`src/pcr_consts.svh`:
```
// Constants shared by both ends of the parameter channel request decoder
// Contract
// - Four 16-bit words: identifier, index, high, low
// - Code bits 15..12; code 6 reads
// - Code 7 changes a word parameter
// - Number field bits 10..0, offset removed
// - Full number is field plus page offset
// - Page index 90 hex selects offset 6000
// - Numbers below 1999 use page zero
// - Subindex sits in index bits 15..8
// - Page index sits in index bits 7..0
// - Controller sends subindex 0 if unindexed; the controller passes the loaded index word unchanged
// - Reads ignore value words; controller zeroes them
// - Numeric write: high word bits 31..16
// - Connector: source number, object code 3F
// - Connector low bits 9..0 hold source index
// - Selected telegram connections stay locked
// - Selection 999 first, then extended selection
// - Extended mode frees extra send map words
// - Failure answers code 7 with error number
// - Unknown parameter answers error 00 hex
`ifndef PCR_CONSTS_SVH
`define PCR_CONSTS_SVH
`define PCR_W_ID 0
`define PCR_W_IND 1
`define PCR_W_HI 2
`define PCR_W_LO 3
`define PCR_CODE_MSB 15
`define PCR_CODE_LSB 12
`define PCR_PNU_MSB 10
`define PCR_SUB_MSB 15
`define PCR_SUB_LSB 8
`define PCR_PAGE_MSB 7
`define PCR_DO_MSB 15
`define PCR_DO_LSB 10
`define PCR_CONN_IDX_MSB 9
`define PCR_DO_CODE 6'h3F
`define PCR_REQ_READ 4'h6
`define PCR_REQ_WRITE 4'h7
`define PCR_RESP_WORD 4'h4
`define PCR_RESP_DWORD 4'h5
`define PCR_RESP_ERR 4'h7
`define PCR_ERR_NO_PARAM 16'h0000
`define PCR_ERR_LOCKED 16'h0001
`define PCR_ERR_SUBIDX 16'h0003
`define PCR_ERR_NO_ARRAY 16'h0004
`define PCR_ERR_TYPE 16'h0005
`define PCR_ERR_VALUE 16'h0014
`define PCR_ERR_UNSUP 16'h006A
`define PCR_P_TG_SEL 16'h039A
`define PCR_P_EXT_SEL 16'h081F
`define PCR_P_RX_MAP 16'h0802
`define PCR_P_TX_MAP 16'h0803
`define PCR_TG_FREE 16'h03E7
`define PCR_TG_STD1 16'h0001
`define PCR_TG_STD20 16'h0014
`define PCR_TG_350 16'h015E
`define PCR_TG_352 16'h0160
`define PCR_TG_353 16'h0161
`define PCR_TG_354 16'h0162
`define PCR_BASE_BAD 4'hF
`define PCR_MAP_N 8
`define PCR_PAGE_0 8'h00
`define PCR_PAGE_2K 8'h80
`define PCR_PAGE_6K 8'h90
`define PCR_PAGE_8K 8'h20
`define PCR_PAGE_10K 8'hA0
`define PCR_PAGE_20K 8'h50
`define PCR_PAGE_30K 8'hF0
`define PCR_PAGE_60K 8'h74
`define PCR_OFS_0 16'h0000
`define PCR_OFS_2K 16'h07D0
`define PCR_OFS_6K 16'h1770
`define PCR_OFS_8K 16'h1F40
`define PCR_OFS_10K 16'h2710
`define PCR_OFS_20K 16'h4E20
`define PCR_OFS_30K 16'h7530
`define PCR_OFS_60K 16'hEA60
`define PCR_A_REQ0 8'h00
`define PCR_A_CTRL 8'h10
`define PCR_A_STAT 8'h14
`define PCR_A_RESP0 8'h18
`define PCR_A_LAST 8'h24
`define PCR_CTRL_GO 0
`define PCR_STAT_BUSY 0
`define PCR_STAT_DONE 1
`endif

```
`src/pcr_pkg.sv`:
```
// Types shared by both ends of the parameter channel
package pcr_pkg;
   typedef logic [15:0] pcr_word_t;
   typedef logic [3:0][15:0] pcr_chan_t;
   typedef logic [7:0][31:0] pcr_map_t;
   typedef logic [7:0][15:0] pcr_rx_t;
endpackage
```
`src/pcr_if.sv`:
```
// Parameter channel link between the master controller and the device
`timescale 1ns/10ps
interface pcr_if;
   import pcr_pkg::*;
   logic req_valid;
   pcr_chan_t req_words;
   logic resp_valid;
   pcr_chan_t resp_words;
   modport ctrl (output req_valid, output req_words, input resp_valid, input resp_words);
   modport dev (input req_valid, input req_words, output resp_valid, output resp_words);
endinterface

```
`src/pcr_device.sv`:
```
// Device end: decodes and executes parameter channel requests
`timescale 1ns/10ps
`include "pcr_consts.svh"
module pcr_device (
   input wire logic clk_in,
   input wire logic reset_in,
   pcr_if.dev chan,
   input wire pcr_pkg::pcr_rx_t rx_words_in,
   output pcr_pkg::pcr_word_t tg_sel_out,
   output pcr_pkg::pcr_word_t ext_sel_out,
   output pcr_pkg::pcr_map_t send_map_out,
   output logic free_mode_out
);
   import pcr_pkg::*;

   typedef enum logic [1:0] {ST_IDLE, ST_EXEC, ST_ANSWER, ST_DRAIN} pcr_dev_state_t;

   pcr_dev_state_t state_reg, state_next;
   pcr_chan_t req_reg, req_next;
   pcr_chan_t resp_reg, resp_next;
   pcr_word_t tg_reg, tg_next;
   pcr_word_t ext_reg, ext_next;
   pcr_map_t map_reg, map_next;

   logic [3:0] code;
   logic [10:0] param_number_field;
   logic [7:0] sub;
   logic [7:0] page;
   logic [15:0] offset;
   logic page_ok;
   logic [15:0] full_num;
   logic [31:0] value;
   logic [3:0] base_cnt;
   logic [3:0] new_base;
   logic sub_in_map;
   logic err;
   logic [15:0] err_num;
   logic [31:0] rd_val;
   logic wr_tg;
   logic wr_ext;
   logic wr_map;

   // Field split of the latched request
   always_comb begin
      code = req_reg[`PCR_W_ID][`PCR_CODE_MSB:`PCR_CODE_LSB];
      param_number_field = req_reg[`PCR_W_ID][`PCR_PNU_MSB:0];
      sub = req_reg[`PCR_W_IND][`PCR_SUB_MSB:`PCR_SUB_LSB];
      page = req_reg[`PCR_W_IND][`PCR_PAGE_MSB:0];
      value = {req_reg[`PCR_W_HI], req_reg[`PCR_W_LO]};
      sub_in_map = (sub < 8'(`PCR_MAP_N));
   end

   pcr_page_offset u_page (
      .page_in(page),
      .offset_out(offset),
      .valid_out(page_ok)
   );

   // Full number: field plus page offset
   assign full_num = 16'(offset + {5'h00, param_number_field});

   // Number of send words fixed by a standard telegram; those stay locked
   function automatic logic [3:0] base_of(input logic [15:0] tg);
      unique case (tg)
         `PCR_TG_STD1: base_of = 4'h2;
         `PCR_TG_STD20: base_of = 4'h6;
         `PCR_TG_350: base_of = 4'h4;
         `PCR_TG_352: base_of = 4'h6;
         `PCR_TG_353: base_of = 4'h2;
         `PCR_TG_354: base_of = 4'h6;
         `PCR_TG_FREE: base_of = 4'h0;
         default: base_of = `PCR_BASE_BAD;
      endcase
   endfunction

   assign base_cnt = base_of(ext_reg);
   assign new_base = base_of(req_reg[`PCR_W_LO]);

   // Request execution; only reads, never commits state by itself
   always_comb begin
      err = 1'b0;
      err_num = `PCR_ERR_NO_PARAM;
      rd_val = 32'h0000_0000;
      wr_tg = 1'b0;
      wr_ext = 1'b0;
      wr_map = 1'b0;
      if (code != `PCR_REQ_READ && code != `PCR_REQ_WRITE) begin
         err = 1'b1;
         err_num = `PCR_ERR_UNSUP;
      end else if (!page_ok) begin
         err = 1'b1;
      end else begin
         unique case (full_num)
            `PCR_P_TG_SEL: begin
               rd_val = {16'h0000, tg_reg};
               if (sub != 8'h00) begin
                  err = 1'b1;
                  err_num = `PCR_ERR_NO_ARRAY;
               end else begin
                  wr_tg = (code == `PCR_REQ_WRITE);
               end
            end
            `PCR_P_EXT_SEL: begin
               rd_val = {16'h0000, ext_reg};
               if (sub != 8'h00) begin
                  err = 1'b1;
                  err_num = `PCR_ERR_NO_ARRAY;
               end else if (code == `PCR_REQ_WRITE) begin
                  if (tg_reg != `PCR_TG_FREE) begin
                     err = 1'b1;
                     err_num = `PCR_ERR_LOCKED;
                  end else if (new_base == `PCR_BASE_BAD) begin
                     err = 1'b1;
                     err_num = `PCR_ERR_VALUE;
                  end else begin
                     wr_ext = 1'b1;
                  end
               end
            end
            `PCR_P_RX_MAP: begin
               if (!sub_in_map) begin
                  err = 1'b1;
                  err_num = `PCR_ERR_SUBIDX;
               end else if (code == `PCR_REQ_WRITE) begin
                  err = 1'b1; // Display only
                  err_num = `PCR_ERR_LOCKED;
               end else begin
                  rd_val = {16'h0000, rx_words_in[sub[2:0]]};
               end
            end
            `PCR_P_TX_MAP: begin
               if (!sub_in_map) begin
                  err = 1'b1;
                  err_num = `PCR_ERR_SUBIDX;
               end else begin
                  rd_val = map_reg[sub[2:0]];
                  if (code == `PCR_REQ_WRITE) begin
                     if (tg_reg != `PCR_TG_FREE || base_cnt == `PCR_BASE_BAD || sub[3:0] < base_cnt) begin
                        err = 1'b1;
                        err_num = `PCR_ERR_LOCKED;
                     end else if (req_reg[`PCR_W_LO][`PCR_DO_MSB:`PCR_DO_LSB] != `PCR_DO_CODE) begin
                        err = 1'b1;
                        err_num = `PCR_ERR_TYPE;
                     end else begin
                        wr_map = 1'b1;
                     end
                  end
               end
            end
            default: begin
               err = 1'b1;
               err_num = `PCR_ERR_NO_PARAM;
            end
         endcase
      end
   end

   // Handshake: latch, execute, answer once, wait for request to drop
   always_comb begin
      state_next = state_reg;
      req_next = req_reg;
      resp_next = resp_reg;
      tg_next = tg_reg;
      ext_next = ext_reg;
      map_next = map_reg;
      unique case (state_reg)
         ST_IDLE: begin
            if (chan.req_valid) begin
               req_next = chan.req_words;
               state_next = ST_EXEC;
            end
         end
         ST_EXEC: begin
            resp_next[`PCR_W_ID] = {`PCR_RESP_WORD, req_reg[`PCR_W_ID][11:0]};
            resp_next[`PCR_W_IND] = req_reg[`PCR_W_IND];
            if (err) begin
               resp_next[`PCR_W_ID][`PCR_CODE_MSB:`PCR_CODE_LSB] = `PCR_RESP_ERR;
               resp_next[`PCR_W_HI] = err_num;
               resp_next[`PCR_W_LO] = 16'h0000;
            end else if (code == `PCR_REQ_READ) begin
               // Value words of a read are never looked at
               resp_next[`PCR_W_ID][`PCR_CODE_MSB:`PCR_CODE_LSB] = `PCR_RESP_DWORD;
               resp_next[`PCR_W_HI] = rd_val[31:16];
               resp_next[`PCR_W_LO] = rd_val[15:0];
            end else begin
               resp_next[`PCR_W_HI] = value[31:16];
               resp_next[`PCR_W_LO] = value[15:0];
            end
            if (!err && wr_tg) begin
               tg_next = value[15:0];
            end
            if (!err && wr_ext) begin
               ext_next = value[15:0];
            end
            if (!err && wr_map) begin
               // Source number and index kept as one connector word
               map_next[sub[2:0]] = {value[31:16], 6'h00, value[`PCR_CONN_IDX_MSB:0]};
            end
            state_next = ST_ANSWER;
         end
         ST_ANSWER: state_next = ST_DRAIN;
         ST_DRAIN: begin
            // A held request is not executed twice
            if (!chan.req_valid) begin
               state_next = ST_IDLE;
            end
         end
      endcase
   end

   // State registers
   always_ff @(posedge clk_in) begin
      if (reset_in) begin
         state_reg <= ST_IDLE;
         req_reg <= '0;
         resp_reg <= '0;
         tg_reg <= `PCR_TG_STD1;
         ext_reg <= `PCR_TG_STD1;
         map_reg <= '0;
      end else begin
         state_reg <= state_next;
         req_reg <= req_next;
         resp_reg <= resp_next;
         tg_reg <= tg_next;
         ext_reg <= ext_next;
         map_reg <= map_next;
      end
   end

   // One pulse per executed request
   assign chan.resp_valid = (state_reg == ST_ANSWER);
   assign chan.resp_words = resp_reg;
   assign tg_sel_out = tg_reg;
   assign ext_sel_out = ext_reg;
   assign send_map_out = map_reg;
   assign free_mode_out = (tg_reg == `PCR_TG_FREE);
endmodule // pcr_device

```
`src/pcr_page_offset.sv`:
```
// Page index to parameter number offset lookup
`timescale 1ns/10ps
`include "pcr_consts.svh"
module pcr_page_offset (
   input wire logic [7:0] page_in,
   output logic [15:0] offset_out,
   output logic valid_out
);
   import pcr_pkg::*;

   // Unknown page codes flag invalid so the number is treated as absent
   always_comb begin
      valid_out = 1'b1;
      unique case (page_in)
         `PCR_PAGE_0: offset_out = `PCR_OFS_0;
         `PCR_PAGE_2K: offset_out = `PCR_OFS_2K;
         `PCR_PAGE_6K: offset_out = `PCR_OFS_6K;
         `PCR_PAGE_8K: offset_out = `PCR_OFS_8K;
         `PCR_PAGE_10K: offset_out = `PCR_OFS_10K;
         `PCR_PAGE_20K: offset_out = `PCR_OFS_20K;
         `PCR_PAGE_30K: offset_out = `PCR_OFS_30K;
         `PCR_PAGE_60K: offset_out = `PCR_OFS_60K;
         default: begin
            offset_out = `PCR_OFS_0;
            valid_out = 1'b0;
         end
      endcase
   end
endmodule // pcr_page_offset

```
`src/flat_wrapper.sv`:
```
// flat-port wrapper written by rule: the top's interface ports become plain ports
module pcr_device_flat import pcr_pkg::*;
  (clk_in, reset_in, rx_words_in, tg_sel_out, ext_sel_out, send_map_out, free_mode_out, chan_req_valid, chan_req_words, chan_resp_valid, chan_resp_words);
  pcr_if chan_i ();
  input wire logic clk_in;
  input wire logic reset_in;
  input wire pcr_pkg::pcr_rx_t rx_words_in;
  output pcr_pkg::pcr_word_t tg_sel_out;
  output pcr_pkg::pcr_word_t ext_sel_out;
  output pcr_pkg::pcr_map_t send_map_out;
  output logic free_mode_out;
  input wire logic [$bits(chan_i.req_valid)-1:0] chan_req_valid;
  input wire logic [$bits(chan_i.req_words)-1:0] chan_req_words;
  output wire logic [$bits(chan_i.resp_valid)-1:0] chan_resp_valid;
  output wire logic [$bits(chan_i.resp_words)-1:0] chan_resp_words;
  assign chan_i.req_valid = chan_req_valid;
  assign chan_i.req_words = chan_req_words;
  assign chan_resp_valid = chan_i.resp_valid;
  assign chan_resp_words = chan_i.resp_words;
  pcr_device u_core (.clk_in(clk_in), .reset_in(reset_in), .chan(chan_i), .rx_words_in(rx_words_in), .tg_sel_out(tg_sel_out), .ext_sel_out(ext_sel_out), .send_map_out(send_map_out), .free_mode_out(free_mode_out));
endmodule
```
`config.mk`:
```
export PLATFORM = sky130hd
export DESIGN_NAME = pcr_device_flat
export DESIGN_NICKNAME = d
export VERILOG_FILES = /design/src/pcr_pkg.sv /design/src/pcr_if.sv /design/src/pcr_device.sv /design/src/pcr_page_offset.sv /design/src/flat_wrapper.sv
export VERILOG_INCLUDE_DIRS = /design/src
export SDC_FILE = /design/constraint.sdc
export NUM_CORES = 1
export LEC_CHECK = 0
export ABC_AREA = 1
export BUFFER_PORTS_ARGS = -buffer_cell sky130_fd_sc_hd__buf_4
export CAP_MARGIN = 10
export CORE_AREA = 2 2 213 215
export DETAILED_ROUTE_END_ITERATION = 8
export DIE_AREA = 0 0 215 217
export GPL_TIMING_DRIVEN = 0
export HOLD_SLACK_MARGIN = 0.03
export PLACE_DENSITY_LB_ADDON = 0.25
export SLEW_MARGIN = 20
export SYNTH_ARGS = -nofsm -noshare
export SYNTH_HDL_FRONTEND = slang
export SYNTH_HIERARCHICAL = 1
export SYNTH_SLANG_ARGS = --single-unit
```
`constraint.sdc`:
```
create_clock -name clk_in -period 8.2 [get_ports clk_in]
set_clock_uncertainty 0.05 [all_clocks]
set_input_delay 1.64 -clock clk_in [delete_from_list [all_inputs] [get_ports clk_in]]
set_output_delay 1.64 -clock clk_in [all_outputs]
set_load 0.01 [all_outputs]
```
==> results.tsv, run 1 <==
stage	metric	value	unit
cts	clock sinks	369	
floorplan	Chip Height	217	µm
cts	CTS Buffer Depth	3	
finish	Largest register FFs	208	
flow_run	max-cap violations	0	
logic_synthesis	Syn Area/Cell	7.37	µm²
worst_hold_path	Hold Crit Start	u_core/code[2]	
sta	final-report hold violation count	0	
grt	global-route wire length before repair	133	mm
cts	CTS resizes	0	
cts	CTS Buf Count	39	
logic_synthesis	Post-Synthesis Cells	2436	
worst_setup_path	worst-path fanout max	11	
floorplan	# rows	78	
logic_synthesis	number of synthesized register bits	369	
grt	met2 usage	62.9	%
logic_synthesis	most area-consuming cells after synthesis	dfxtp_1, a21oi_1, nand2_1	
grt	initial antenna violation count	1	
drt	initial DRC count	2626	
worst_hold_path	Tightest Hold Check Type	flop to flop	
power	Peak VDD IR	0.172	mV
drt	DR vias/cell	5.77	
logic_synthesis	post-synthesis cell area	18000	µm²
floorplan	die width	215	µm
logic_synthesis	most common flop cell mapped by yosys	dfxtp_1	
worst_setup_path	R2R Setup Slk	3.94	ns
finish	area grow syn2layout	32.9	%
grt	pin count of the biggest net entering global routing	14	
sta	Period minus WS final	4.26	ns
sta	setup_tns	0	ns
finish	nets	3242	
cts	Post-CTS Setup Repair Bufs	0	
drt	antenna viol nets, final	0	
finish	share of layout cells above drive strength 1	24.9	%
grt	GR Util All Layers	38.2	%
cts	Reg clk slew, reported paths	0.06	ns
status	status	complete, no violations	
power	P_leak	11.1	nW
worst_setup_path	Worst Path Arrival	4.71	ns
drt	WL/cell	25.6	µm
power	Pwr Total	0.00601	W
cts	Skew-Pair Late Insertion Delay	0.59	ns
sta	max-slew violations	0	
grt	GR peak layer	met2	
finish	Layout Utilization	53.4	%
worst_setup_path	kind of critical path	flop to flop	
cts	H-tree depth	2	
sta	fmax	235	MHz
logic_synthesis	Yosys top cell by area	dfxtp_1	
grt	vias in the first global route	19600	
drt	DR pass1 iterations	8	
logic_synthesis	EDFF count, synth	0	
sta	worst slew pin tran	1.12	ns
worst_setup_path	FF-to-FF End	u_core/chan.resp_words[55]	
cts	hold_buf cts	0	
grt	met3 usage in global routing	7.71	%
worst_setup_path	Crit path required time	8.65	ns
sta	RSZ-0062 raised after global routing	false	
worst_setup_path	Worst setup SP type	flop	
floorplan	IO Count	549	
worst_setup_path	Reg2Reg Depth	12	
worst_setup_path	r2r startpoint	u_core/req_reg[26]	
placed_design	RD Place Congestion	1.00	
sta	Tcrit/Tclk final	52.0	%
drt	wirelength, routed	93.5	mm
worst_hold_path	hold endpoint	u_core/code[2]	
cts	CTS tree	built	
logic_synthesis	Synth Warn #	6	
worst_setup_path	crit path from	u_core/req_reg[26]	
grt	GRT overflow	0	
drt	DRC	0	
placed_design	dpl hpwl	73.8	mm
power	PwrDens	252	nW/µm²
sta	Hold WS	0.418	ns
logic_synthesis	post-synthesis sequential area ratio	41.1	%
sta	Rel. slew slack	25.2	%
logic_synthesis	asr flop ratio synth	0	%
worst_setup_path	Crit. End Element	flop	
floorplan	Initial Util	40.2	%
placed_design	# port buffers	498	
logic_synthesis	Synth cell types	57	
drt	vias	21100	
sta	Setup Viol. Count Final	0	
cts	root buffer cell	clkbuf_16	
floorplan	die area	46700	µm²
logic_synthesis	Yosys top cell area share	41.1	%
worst_hold_path	WHS Path Cells	2	
grt	GR Util met1	48.8	%
floorplan	core area	44700	µm²
## synthesized netlist by cell type (all sizes together), types with 2 or more instances
master and instances:
a211oi 4, dfxtp 369, o21ai 356, nand4 54, xor2 2, clkinv 21, inv 136, o221a 2
or2 16, clkbuf 100, a31oi 2, o22ai 88, o221ai 4, and3 3, a221oi 18, a21oi 311
o211ai 8, nor2 241, or4 13, nor3 17, buf 117, ha 19, nand2 406, conb 2
a22oi 15, nor4 15, and2 3, nand3b 10, nand3 74
## stage by stage
step / area, µm² / setup slack (ns) / std cells
finish: 23900 / 3.94 / 3654
global route: 23900 / 3.74 / 3652
CTS: 23900 / 3.87 / 3652
detailed placement: 22700 / 3.87 / 3586
global placement: 22600 / 2.84 / 3585
floorplan: 18100 / 5.10 / 2487
## logic make-up (layout without fill, tap and decap cells)
kind of cell	Yosys count	count (layout)	synth area share (%)
AO/OA/AOI/OAI	813	813	24.4
multiplexers	1	1	0.0627
flip-flops	369	369	41.1
AND/OR/NAND/NOR	854	854	22.6
adder cells (fa/ha/maj)	20	20	1.44
other	2	55	0.0418
buffers and inverters	374	939	10.2
XOR/XNOR	3	3	0.146
## layer usage
| layer | wire [µm] | up-vias |
|---|---|---|
| li1 | - | 9474 |
| met4 | 4410 | 2 |
| met1 | 36600 | 9962 |
| met5 | 13 | - |
| met2 | 42700 | 1401 |
| met3 | 9840 | 261 |
## cell usage in the layout (no fill, tap or decap), types with 14 or more instances in the layout
cell type / n
buf_2: 26
nand3_1: 68
a21oi_1: 310
conb_1: 53
buf_4: 558
a22oi_1: 15
buf_6: 22
o22ai_1: 88
nor3_1: 14
nand2_1: 387
nor4_1: 15
clkinv_1: 21
clkbuf_1: 109
o21ai_1: 141
dfxtp_1: 369
o21ai_0: 213
nand4_1: 53
clkbuf_16: 39
nor2_2: 15
nor2_1: 210
inv_1: 122
a221oi_1: 18
inv_2: 14
or2_2: 15
ha_1: 19
## worst max path at each step
| stage | to | cells past startpoint |
|---|---|---|
| finish | u_core/chan.resp_words[55] | 12 |
| CTS | u_core/chan.resp_words[55] | 12 |
| global route | u_core/chan.resp_words[55] | 24 |
| global placement | u_core/chan.resp_words[50] | 12 |
| floorplan | u_core/chan.resp_words[13] | 24 |
| detailed placement | u_core/chan.resp_words[55] | 12 |
## where the power goes
part	switching (W)	leakage, nW	internal [W]	total [W]
Clock	0.000764	0.583	0.000955	0.00172
Sequential	0.000157	2.99	0.00196	0.00212
Combinational	0.00151	7.55	0.000662	0.00217
## worst max-delay path, stage by stage (launching register included)
cell	delay, ns
dfxtp_1	0.51
nor2_1	0.10
nand2_1	0.37
clkbuf_1	0.72
clkbuf_2	0.70
o21ai_0	0.29
nor4_1	0.64
nand2_1	0.13
nand2_1	0.09
nor2_1	0.04
o21ai_0	0.33
nand2_1	0.09
a21oi_1	0.12
## final cells by class
cell class,instances,area (µm²)
Antenna cell,2,5.00
Buffer,217,1230
Clock inverter,13,120
Fill cell,4408,20800
Tap cell,600,751
Multi-Input combinational cell,1744,8950
Timing Repair Buffer,499,3750
Inverter,157,589
Clock buffer,53,1080
Sequential cell,369,7390
No activity file was read; power rests on OpenSTA's default activity.
==> run 2: changes to the inputs <==
CORE_AREA = 2 2 211 213   (was 2 2 213 215)
DIE_AREA = 0 0 213 215   (was 0 0 215 217)
clock period = 3.7 ns   (was 8.2 ns; I/O delays follow)
==> results.tsv, run 2 (synthesized netlist as in run 1, its figures left out) <==
stage	metric	value	unit	change
cts	root buffer cell	clkbuf_16		unchanged
finish	most frequent cells in the layout	buf_4, nand2_1, dfxtp_1, a21oi_1, o21ai_0		unchanged
grt	vias in the first global route	19800		was 19600
finish	Fillers	4183		was 4408
sta	Tcrit/Tclk final	100	%	was 52.0%
grt	GR Util All Layers	38.3	%	was 38.2%
worst_setup_path	r2r startpoint	u_core/req_reg[25]		was u_core/req_reg[26]
cts	H-tree depth	2		unchanged
sta	Period minus WS final	3.71	ns	was 4.26 ns
drt	DRC	0		unchanged
worst_setup_path	Reg2Reg Depth	12		unchanged
worst_hold_path	hold endpoint	u_core/req_reg[28]		was u_core/code[2]
power	Comb power frac	36.0	%	was 36.2%
grt	GRT overflow	0		unchanged
finish	nets	3252		was 3242
sta	fmax	270	MHz	was 235 MHz
flow_run	max-cap violations	0		unchanged
cts	CTS Buffer Depth	3		unchanged
drt	DR vias/cell	5.84		was 5.77
cts	Skew-Pair Late Insertion Delay	0.58	ns	was 0.59 ns
grt	pin count of the biggest net entering global routing	13		was 14
worst_setup_path	FF-to-FF End	u_core/chan.resp_words[52]		was u_core/chan.resp_words[55]
sta	setup_tns	-0.00683	ns	was 0 ns
finish	fin cells	3662		was 3654
placed_design	# port buffers	498		unchanged
sta	Setup Viol. Count Final	1		was 0
finish	area grow syn2layout	35.9	%	was 32.9%
floorplan	die width	213	µm	was 215 µm
floorplan	IO Count	549		unchanged
status	status	finished with violations		was complete, no violations
power	Peak VDD IR	0.306	mV	was 0.172 mV
power	P_leak	11.3	nW	was 11.1 nW
floorplan	core area	43600	µm²	was 44700 µm²
drt	antenna viol nets, final	0		unchanged
placed_design	RD Place Congestion	0.984		was 1.00
drt	initial DRC count	2563		was 2626
cts	Reg clk slew, reported paths	0.06	ns	about the same
floorplan	Chip Height	215	µm	was 217 µm
power	sequential fraction of design power	33.7	%	was 35.2%
cts	hold_buf cts	0		unchanged
grt	initial antenna violation count	5		was 1
worst_setup_path	Crit path required time	4.14	ns	was 8.65 ns
cts	clock sinks	369		unchanged
sta	Rel. slew slack	37.1	%	was 25.2%
power	Switching Share	39.8	%	was 40.5%
drt	wirelength, routed	92.7	mm	was 93.5 mm
sta	final-report hold violation count	0		unchanged
placed_design	Inst Count DP	3577		was 3586
sta	setup ws final	-0.00683	ns	was 3.94 ns
worst_setup_path	worst-path fanout max	10		was 11
sta	RSZ-0062 raised after global routing	true		was false
sta	max-slew violations	0		unchanged
finish	share of layout cells above drive strength 1	27.1	%	was 24.9%
worst_setup_path	R2R Setup Slk	-0.007	ns	was 3.94 ns
cts	CTS Buf Count	41		was 39
worst_setup_path	Worst Path Arrival	4.14	ns	was 4.71 ns
grt	global-route wire length before repair	129	mm	was 133 mm
power	NetSw	0.00553	W	was 0.00243 W
finish	Largest register FFs	208		unchanged
power	PwrDens	569	nW/µm²	was 252 nW/µm²
floorplan	Initial Util	41.1	%	was 40.2%
drt	vias	21400		was 21100
drt	WL/cell	25.3	µm	was 25.6 µm
sta	worst slew pin tran	0.944	ns	was 1.12 ns
status	failing checks	negative setup slack		
worst_hold_path	Tightest Hold Check Type	input pin to flop		was flop to flop
worst_setup_path	Crit. End Element	flop		unchanged
worst_hold_path	WHS Path Cells	3		was 2
worst_setup_path	kind of critical path	flop to flop		unchanged
floorplan	# rows	77		was 78
power	clock network fraction of total power	30.3	%	was 28.6%
finish	Layout Utilization	55.9	%	was 53.4%
power	internal power	0.00836	W	was 0.00358 W
placed_design	dpl hpwl	71.7	mm	was 73.8 mm
floorplan	die area	45800	µm²	was 46700 µm²
finish	leading cell type in the layout, fill and taps excluded	buf_4		unchanged
worst_setup_path	Worst setup SP type	flop		unchanged
cts	CTS tree	built		unchanged
worst_hold_path	Hold Crit Start	chan_req_words[28]		was u_core/code[2]
drt	DR pass1 iterations	8		unchanged
-- run 2: area by class of cell --
cell class	count	area, µm²	share of cell area (%)
buffer	217	1290	5.28
clock inverter	8	121	0.497
multi-input combinational	1744	9170	37.6
sequential	369	7410	30.4
antenna	5	12.5	0.0513
inverter	157	596	2.44
timing repair buffer	507	3820	15.6
clock buffer	63	1240	5.08
tap	592	741	3.04
-- run 2: per-stage QoR --
stage               total power (W)  worst slack, ns  cell area, µm²  hold WS (ns)
global route                 0.0143          -0.0733           24400         0.403
finish                       0.0139         -0.00683           24400         0.369
detailed placement          0.00933           -0.598           22600         0.396
floorplan                   0.00737            0.601           18100         0.380
CTS                          0.0135         0.000911           24100         0.361
global placement            0.00925            -1.03           22600         0.395
-- run 2: metal layers --
| metal | global-route usage, % | vias up | share of wire, % |
|---|---|---|---|
| met5 | 0 | - | 0 |
| met4 | 22.4 | 0 | 5.8 |
| met3 | 7.67 | 279 | 11 |
| met2 | 61.6 | 1510 | 46 |
| met1 | 47.3 | 10100 | 38 |
| li1 | - | 9506 | - |
-- run 2: worst max-delay path, cell delays in order (launching register included) --
cell and delay [ns]:
dfxtp_1 0.50, inv_1 0.15, nand3_1 0.14, clkbuf_2 0.47
buf_1 0.76, nor2_1 0.08, nor4_1 0.64, nand4_1 0.31
nand4_1 0.17, nand2_1 0.06, nand2_1 0.08, nand2_1 0.07
a21oi_1 0.13
-- run 2: worst max-delay path by stage --
stage                                   from  slack (ns)  cells past startpoint                          to
after floorplan               u_core/page[4]        0.60                     24  u_core/chan.resp_words[13]
after global placement    u_core/req_reg[26]       -1.03                     12  u_core/chan.resp_words[50]
after detailed placement  u_core/req_reg[26]       -0.60                     12  u_core/chan.resp_words[55]
after CTS                 u_core/req_reg[26]      0.0009                     12  u_core/chan.resp_words[50]
after global routing          u_core/page[2]       -0.07                     27  u_core/chan.resp_words[42]
final                     u_core/req_reg[25]      -0.007                     12  u_core/chan.resp_words[52]
-- run 2: power groups by stage --
stage / Combinational (W) / Clock, W / Sequential, W
6_report: 0.00499 / 0.00421 / 0.00468
5_1_grt: 0.00526 / 0.00436 / 0.00471
4_1_cts: 0.00463 / 0.00420 / 0.00465
3_5_place_dp: 0.00459 / 0 / 0.00474
3_3_place_gp: 0.00453 / 0 / 0.00472
2_1_floorplan: 0.00268 / 0 / 0.00469
-- run 2: timing repair --
item,in CTS,in global routing
setup endpoints to repair,220,274
cloned,0,1
pin swaps,2,8
resized for setup,21,84
buffers inserted,3,5
